<file path="config.mk">
export PLATFORM = sky130hd
export DESIGN_NAME = lsbm_ctrl
export DESIGN_NICKNAME = d
export VERILOG_FILES = /design/src/common/lsbm_pkg.sv /design/src/hdl/lsbm_ctrl.sv
export VERILOG_INCLUDE_DIRS = /design/src /design/src/common
export SDC_FILE = /design/constraint.sdc
export NUM_CORES = 1
export LEC_CHECK = 0
export ABC_AREA = 1
export BUFFER_PORTS_ARGS = -buffer_cell sky130_fd_sc_hd__buf_4
export CORE_MARGIN = 2
export CORE_UTILIZATION = 60
export DETAILED_ROUTE_END_ITERATION = 12
export PLACE_DENSITY = 0.82
export REMOVE_ABC_BUFFERS = 1
export SLEW_MARGIN = 20
export SYNTH_ARGS = -nofsm -noshare
export SYNTH_HDL_FRONTEND = slang
export SYNTH_SLANG_ARGS = --single-unit
</file>
<file path="constraint.sdc">
create_clock -name core_clk -period 2.7 [get_ports core_clk]
set_input_delay 0.135 -clock core_clk [delete_from_list [all_inputs] [get_ports core_clk]]
set_output_delay 0.135 -clock core_clk [all_outputs]
set_load 0.02 [all_outputs]
</file>
<file path="src/common/lsbm_cfg.svh">
// Offsets, field positions, reset values and timing figures of the switch and battery-measure bank
`ifndef LSBM_CFG_SVH
`define LSBM_CFG_SVH
// Register offsets
`define LSBM_OFS_SWITCH_CFG   8'h0C
`define LSBM_OFS_BAT_TIMING   8'h0D
`define LSBM_OFS_BAT_CFG      8'h0E
// power_switch_config fields
`define LSBM_SW_SEQ_HI        7
`define LSBM_SW_SEQ_LO        5
`define LSBM_SW_EN_HI         2
`define LSBM_SW_EN_LO         1
`define LSBM_SW_SOFT_BIT      0
`define LSBM_SW_SEQ_REGCTL    3'h7
`define LSBM_SW_EN_OFF        2'h0
`define LSBM_SW_EN_ON         2'h1
`define LSBM_SW_EN_PIN        2'h2
// battery_measure_timing fields
`define LSBM_CELL_HI          5
`define LSBM_CELL_LO          4
`define LSBM_OPEN_HI          3
`define LSBM_OPEN_LO          2
`define LSBM_LOAD_HI          1
`define LSBM_LOAD_LO          0
`define LSBM_CELL_SKIP        2'h0
// battery_measure_config fields
`define LSBM_ACTIVE_BIT       7
`define LSBM_ABORT_BIT        6
`define LSBM_SKIP2_BIT        3
`define LSBM_CUR_HI           2
`define LSBM_CUR_LO           0
// Reset values of writable fields
`define LSBM_RST_2B           2'h0
`define LSBM_RST_3B           3'h0
// Timing figures
`define LSBM_CLK_KHZ          100000
`define LSBM_SOFTSTART_MS     60
`define LSBM_CELL_DLY1_MS     10
`define LSBM_CELL_DLY2_MS     100
`define LSBM_CELL_DLY3_MS     1000
`endif

</file>
<file path="src/common/lsbm_pkg.sv">
// Types of the switch and battery-measure bank
`default_nettype none
package lsbm_pkg;
  typedef enum logic [1:0] {
    LSBM_PH_IDLE      = 2'b00,
    LSBM_PH_CELL_WAIT = 2'b01,
    LSBM_PH_MEASURE   = 2'b10
  } lsbm_phase_e;
  typedef logic [26:0] lsbm_cnt_t;
endpackage
`default_nettype wire

</file>
<file path="src/hdl/lsbm_ctrl.sv">
// Switch configuration and battery impedance sequencer register bank
`timescale 1ns/1ps
`default_nettype none
`include "lsbm_cfg.svh"
module lsbm_ctrl #(
  parameter int SOFTSTART_CYC = `LSBM_SOFTSTART_MS * `LSBM_CLK_KHZ,
  parameter int CELL_DLY1_CYC = `LSBM_CELL_DLY1_MS * `LSBM_CLK_KHZ,
  parameter int CELL_DLY2_CYC = `LSBM_CELL_DLY2_MS * `LSBM_CLK_KHZ,
  parameter int CELL_DLY3_CYC = `LSBM_CELL_DLY3_MS * `LSBM_CLK_KHZ
) (
  // Clock and reset
  input  wire logic                 core_clk,
  input  wire logic                 rst,
  // Register access
  input  wire logic [7:0]           reg_addr,
  input  wire logic [7:0]           reg_wdata,
  input  wire logic                 reg_wr,
  input  wire logic                 reg_rd,
  output var  logic [7:0]           reg_rdata,
  // Sequencer and pin inputs
  input  wire logic [2:0]           switch_sequence_cfg,
  input  wire logic                 seq_switch_req,
  input  wire logic                 multipurpose_control_pin,
  input  wire logic                 impedance_done,
  // Switch control
  output var  logic                 switch_on,
  output var  logic                 switch_current_limit,
  // Measurement control
  output var  logic                 impedance_run,
  output var  logic                 cell_measure_strobe,
  output var  logic [1:0]           open_voltage_timing,
  output var  logic [1:0]           loaded_voltage_timing,
  output var  logic                 loaded_delay_second_skip,
  output var  logic [2:0]           impedance_current_sel
);
  import lsbm_pkg::*;

  logic [1:0]   switch_enable_ctl;
  logic         switch_softstart_sel;
  logic [1:0]   cell_voltage_timing;
  logic         impedance_abort;
  logic         pin_meta;
  logic         pin_sync;
  logic         next_switch_on;
  lsbm_phase_e  phase;
  lsbm_cnt_t    wait_cnt;
  lsbm_cnt_t    ss_cnt;
  logic         wr_sw;
  logic         wr_tm;
  logic         wr_bc;
  logic         start_req;
  logic         abort_req;

  // Cycle count of each cell timing code
  function automatic lsbm_cnt_t cell_target(input logic [1:0] code);
    case (code)
      2'h1:    cell_target = lsbm_cnt_t'(CELL_DLY1_CYC - 1);
      2'h2:    cell_target = lsbm_cnt_t'(CELL_DLY2_CYC - 1);
      default: cell_target = lsbm_cnt_t'(CELL_DLY3_CYC - 1);
    endcase
  endfunction

  // Write decode
  assign wr_sw     = reg_wr && (reg_addr == `LSBM_OFS_SWITCH_CFG);
  assign wr_tm     = reg_wr && (reg_addr == `LSBM_OFS_BAT_TIMING);
  assign wr_bc     = reg_wr && (reg_addr == `LSBM_OFS_BAT_CFG);
  assign abort_req = wr_bc && reg_wdata[`LSBM_ABORT_BIT];
  assign start_req = wr_bc && reg_wdata[`LSBM_ACTIVE_BIT] && !abort_req;

  // Pin synchroniser for the multipurpose control input
  always_ff @(posedge core_clk) begin
    if (rst) begin
      pin_meta <= 1'b0;
      pin_sync <= 1'b0;
    end else begin
      pin_meta <= multipurpose_control_pin;
      pin_sync <= pin_meta;
    end
  end

  // Writable configuration fields
  always_ff @(posedge core_clk) begin
    if (rst) begin
      switch_enable_ctl        <= `LSBM_RST_2B;
      switch_softstart_sel     <= 1'b0;
      cell_voltage_timing      <= `LSBM_RST_2B;
      open_voltage_timing      <= `LSBM_RST_2B;
      loaded_voltage_timing    <= `LSBM_RST_2B;
      loaded_delay_second_skip <= 1'b0;
      impedance_current_sel    <= `LSBM_RST_3B;
    end else begin
      if (wr_sw) begin
        switch_enable_ctl    <= reg_wdata[`LSBM_SW_EN_HI:`LSBM_SW_EN_LO];
        switch_softstart_sel <= reg_wdata[`LSBM_SW_SOFT_BIT];
      end
      if (wr_tm) begin
        cell_voltage_timing   <= reg_wdata[`LSBM_CELL_HI:`LSBM_CELL_LO];
        open_voltage_timing   <= reg_wdata[`LSBM_OPEN_HI:`LSBM_OPEN_LO];
        loaded_voltage_timing <= reg_wdata[`LSBM_LOAD_HI:`LSBM_LOAD_LO];
      end
      if (wr_bc) begin
        loaded_delay_second_skip <= reg_wdata[`LSBM_SKIP2_BIT];
        impedance_current_sel    <= reg_wdata[`LSBM_CUR_HI:`LSBM_CUR_LO];
      end
    end
  end

  // Switch request: register control only in the 111 sequencing state
  always_comb begin
    if (switch_sequence_cfg == `LSBM_SW_SEQ_REGCTL) begin
      case (switch_enable_ctl)
        `LSBM_SW_EN_ON:  next_switch_on = 1'b1;
        `LSBM_SW_EN_PIN: next_switch_on = pin_sync;
        default:         next_switch_on = 1'b0;
      endcase
    end else begin
      next_switch_on = seq_switch_req;
    end
  end

  // Switch output and soft-start current limit window
  always_ff @(posedge core_clk) begin
    if (rst) begin
      switch_on            <= 1'b0;
      switch_current_limit <= 1'b0;
      ss_cnt               <= '0;
    end else begin
      switch_on <= next_switch_on;
      if (next_switch_on && !switch_on) begin
        switch_current_limit <= switch_softstart_sel;
        ss_cnt               <= '0;
      end else if (!next_switch_on) begin
        switch_current_limit <= 1'b0;
      end else if (switch_current_limit) begin
        if (ss_cnt == lsbm_cnt_t'(SOFTSTART_CYC - 1)) begin
          switch_current_limit <= 1'b0;
        end
        ss_cnt <= ss_cnt + 1'b1;
      end
    end
  end

  // Impedance measurement sequencer
  always_ff @(posedge core_clk) begin
    if (rst) begin
      phase               <= LSBM_PH_IDLE;
      wait_cnt            <= '0;
      impedance_run       <= 1'b0;
      cell_measure_strobe <= 1'b0;
      impedance_abort     <= 1'b0;
    end else begin
      cell_measure_strobe <= 1'b0;
      if (abort_req && impedance_run) begin
        phase           <= LSBM_PH_IDLE;
        impedance_run   <= 1'b0;
        impedance_abort <= 1'b1;
      end else begin
        case (phase)
          LSBM_PH_IDLE: begin
            if (start_req) begin
              impedance_run   <= 1'b1;
              impedance_abort <= 1'b0;
              wait_cnt        <= '0;
              if (cell_voltage_timing == `LSBM_CELL_SKIP) begin
                phase <= LSBM_PH_MEASURE;
              end else begin
                phase <= LSBM_PH_CELL_WAIT;
              end
            end
          end
          LSBM_PH_CELL_WAIT: begin
            if (wait_cnt == cell_target(cell_voltage_timing)) begin
              cell_measure_strobe <= 1'b1;
              phase               <= LSBM_PH_MEASURE;
            end else begin
              wait_cnt <= wait_cnt + 1'b1;
            end
          end
          LSBM_PH_MEASURE: begin
            if (impedance_done) begin
              phase         <= LSBM_PH_IDLE;
              impedance_run <= 1'b0;
            end
          end
          default: begin
            phase         <= LSBM_PH_IDLE;
            impedance_run <= 1'b0;
          end
        endcase
      end
    end
  end

  // Registered read port, unmapped offsets read zero
  always_ff @(posedge core_clk) begin
    if (rst) begin
      reg_rdata <= 8'h00;
    end else if (reg_rd) begin
      case (reg_addr)
        `LSBM_OFS_SWITCH_CFG: reg_rdata <= {switch_sequence_cfg, 2'b00, switch_enable_ctl, switch_softstart_sel};
        `LSBM_OFS_BAT_TIMING: reg_rdata <= {2'b00, cell_voltage_timing, open_voltage_timing, loaded_voltage_timing};
        `LSBM_OFS_BAT_CFG:    reg_rdata <= {impedance_run, impedance_abort, 2'b00, loaded_delay_second_skip,
                                            impedance_current_sel};
        default:              reg_rdata <= 8'h00;
      endcase
    end
  end
endmodule // lsbm_ctrl
`default_nettype wire

</file>
==> impl_metrics.csv <==
group,metric,value,unit
route,drt-pass1-iter-count,5,
logic_synthesis,yosys_warnings,0,
logic_synthesis,async_flop_share,0,%
clock_network,post-cts-setup-buffers,0,
floorplan,die_h,97.96,um
timing,slew_viol_final,0,
timing,max_freq,434.3,MHz
logic_synthesis,synth_most_common_cell,"nand2_1",
critical_path,worstSetupStartpointType,"flip-flop",
clock_network,numClockSinks,84,
logic_synthesis,ys_types,36,
placement,routabilityCongestion,0.9565,
logic_synthesis,synth_ff_type,"dfxtp_1",
floorplan,die_area,9595,um2
run,drv_cap,0,
logic_synthesis,syn_area_per_cell,6.283,um2
logic_synthesis,ys_top_cells_by_area,"dfxtp_1, nand2_1, nor2_1",
logic_synthesis,synth.top_cells.by_count,"nand2_1, nor2_1, dfxtp_1",
global_route,grt_pass1_wl,22690,um
final_layout,n_antenna_cell,0,
power,power.density,513.5,nW/um2
timing,min_period,2.303,ns
timing,rsz0062_at_grt,"false",
global_route,grt.overflow.total,0,
clock_network,root_buffer,"clkbuf_8",
timing,final-hold-violation-count,0,
timing,fin_crit_sh,85.28,%
route,vias,5341,
critical_path,path_class,"reg2reg",
floorplan,ios,46,
final_layout,multi_input_area,3107,um2
timing,max_slew.worst_pin.slew,0.5755,ns
clock_network,htree_levels,3,
global_route,grt_max_degree,30,
logic_synthesis,syn_inst,843,
placement,dp_slack,0.4416,ns
route,drt_first_iter_violations,339,
floorplan,initial_core_util,61.33,%
clock_network,cts_buffer_depth,2,
logic_synthesis,synthesis.area,5296,um2
critical_path,critPathArrivalTime,2.56,ns
logic_synthesis,synth-seq-cells,84,
power,vdd_drop_max,0.0003982,V
critical_path,r2r_slack,0.40,ns
route,post_drt_wl_per_cell,13.78,um
power,leakage,2.181,nW
final_layout,fillCellCount,812,
floorplan,rows,34,
power,design_power_total,0.003010,W
critical_path,crit_required,2.96,ns
run_status,outcome,"completed",
global_route,grt_pass1_vias,4790,
final_layout,area_growth,10.65,%
clock_network,tritoncts,"yes",
route,wirelength,13740,um
critical_path,cp_max_fo,15,
placement,io_buffers,45,
clock_network,clk_latency,0.36,ns
timing,setup-violations-final,0,
final_layout,layout.nets,917,
logic_synthesis,synth_top_area_share,31.75,%
timing,finalWorstSetupSlack,0.3974,ns
timing,skew,0.009361,ns
global_route,antenna_found_initial,0,
logic_synthesis,synth_top_cell_by_area,"dfxtp_1",
placement,hpwl,10330,um
hold_path,hold_class,"in2reg",
clock_network,cts_made_buffers,9,
timing,slew_headroom,61.34,%
clock_network,path_clk_slew,0.09,ns
floorplan,design.core.area,8636,um2
global_route,track_usage,28.55,%
logic_synthesis,synth_edf_count,0,
floorplan,die_w,97.96,um
logic_synthesis,yosysSeqAreaShare,31.75,%
route,vias_per_cell,5.357,
route,drc,0,
final_layout,drive_gt1_share,14.51,%
critical_path,cp-end-kind,"flip-flop",
timing,setup_tns,0,ns
final_layout,register_area,1682,um2
route,ant_nets,0,
==> metrics by stage <==
step / instances / cell area, um2 / utilization, % / hold WS [ns]
3_5_place_dp: 980 / 5654 / 65.47 / 0.3601
5_1_grt: 997 / 5861 / 67.86 / 0.03443
6_report: 997 / 5861 / 67.86 / 0.02885
2_1_floorplan: 819 / 5121 / - / 0.1974
3_3_place_gp: 980 / 5654 / 65.47 / 0.3586
4_1_cts: 997 / 5861 / 67.86 / 0.01311
==> cell usage in the layout, fill, tap and decap left out, types with 2 or more instances in the layout <==
cell type	n
nand4_1	9
nand3_1	64
xnor2_1	4
nand2_1	254
nand3_2	13
clkbuf_8	12
a21oi_2	12
o211ai_1	2
a21oi_1	45
nand2_2	10
o21ai_0	27
dfxtp_1	84
or2_2	3
inv_2	5
nor2_2	7
o21bai_1	5
xor2_1	16
ha_1	7
nor3_1	16
nor2_1	139
nor2_4	5
nand2_4	2
inv_1	81
buf_4	53
clkinv_4	2
==> registers in the layout (all words and copies together) (netlist names), 2 cells and up <==
| name | count |
|---|---|
| open_voltage_timing | 2 |
| cell_voltage_timing | 2 |
| wait_cnt | 27 |
| ss_cnt | 27 |
| switch_enable_ctl | 2 |
| phase | 2 |
| loaded_voltage_timing | 2 |
| reg_rdata | 8 |
| impedance_current_sel | 3 |
==> path summary, 6_finish.rpt <==
kind                                              from                  endpoint  cells past startpoint
worst max-delay path            cell_voltage_timing[0]              wait_cnt[21]                     14
worst min-delay path                      reg_wdata[1]  impedance_current_sel[1]                      3
worst max register to register  cell_voltage_timing[0]              wait_cnt[21]                     14
worst min register to register                pin_meta                  pin_sync                      2
==> routing by layer <==
layer	routed length, um	track usage [%]	vias to the layer above
li1	-	-	2739
met1	6238	39.44	2399
met4	182	6.731	0
met2	6324	46.47	186
met3	993	5.440	17
met5	0	0	-
==> cell families (layout without fill, tap and decap cells) <==
kind of cell	Yosys count	after routing	synth area share, %
DFF	84	84	31.75
xor gates and xnor gates	20	20	3.307
adders and majority gates	7	7	1.654
buffers and inverters	112	158	9.591
AOI/OAI and AO/OA	94	94	10.16
and+or+nand+nor	526	526	43.54
==> cell type report <==
| type | instances | share of cell area [%] |
|---|---|---|
| Multi-Input combinational cell | 647 | 53.01 |
| Tap cell | 108 | 2.306 |
| Timing Repair Buffer | 54 | 6.960 |
| Sequential cell | 84 | 28.69 |
| Inverter | 88 | 5.679 |
| Clock inverter | 4 | 0.5337 |
| Clock buffer | 12 | 2.818 |
==> worst max-delay path, cell delays in order (launching register included) <==
cell and delay (ns):
dfxtp_1 0.37, inv_1 0.08, ha_1 0.39, inv_2 0.11
nand2_1 0.06, nand2_1 0.08, nand2_1 0.06, nor2_2 0.11
nand2_2 0.08, nor2_4 0.11, nand3_4 0.19, nand2_4 0.29
inv_4 0.13, nor2_1 0.10, nor2_1 0.05
==> report_power, final <==
group | total [W] | switching [W] | leakage [nW] | internal [W]
Clock | 0.000905 | 0.000489 | 0.103 | 0.000416
Sequential | 0.00137 | 0.0000752 | 0.679 | 0.00130
Combinational | 0.000733 | 0.000501 | 1.40 | 0.000231
==> what timing repair did <==
item,4_1_cts,5_1_grt
gates resized for setup,0,0
endpoints found under the hold margin,1,0
hold buffers,1,0
Note: power is estimated with default switching activity, not from simulation.
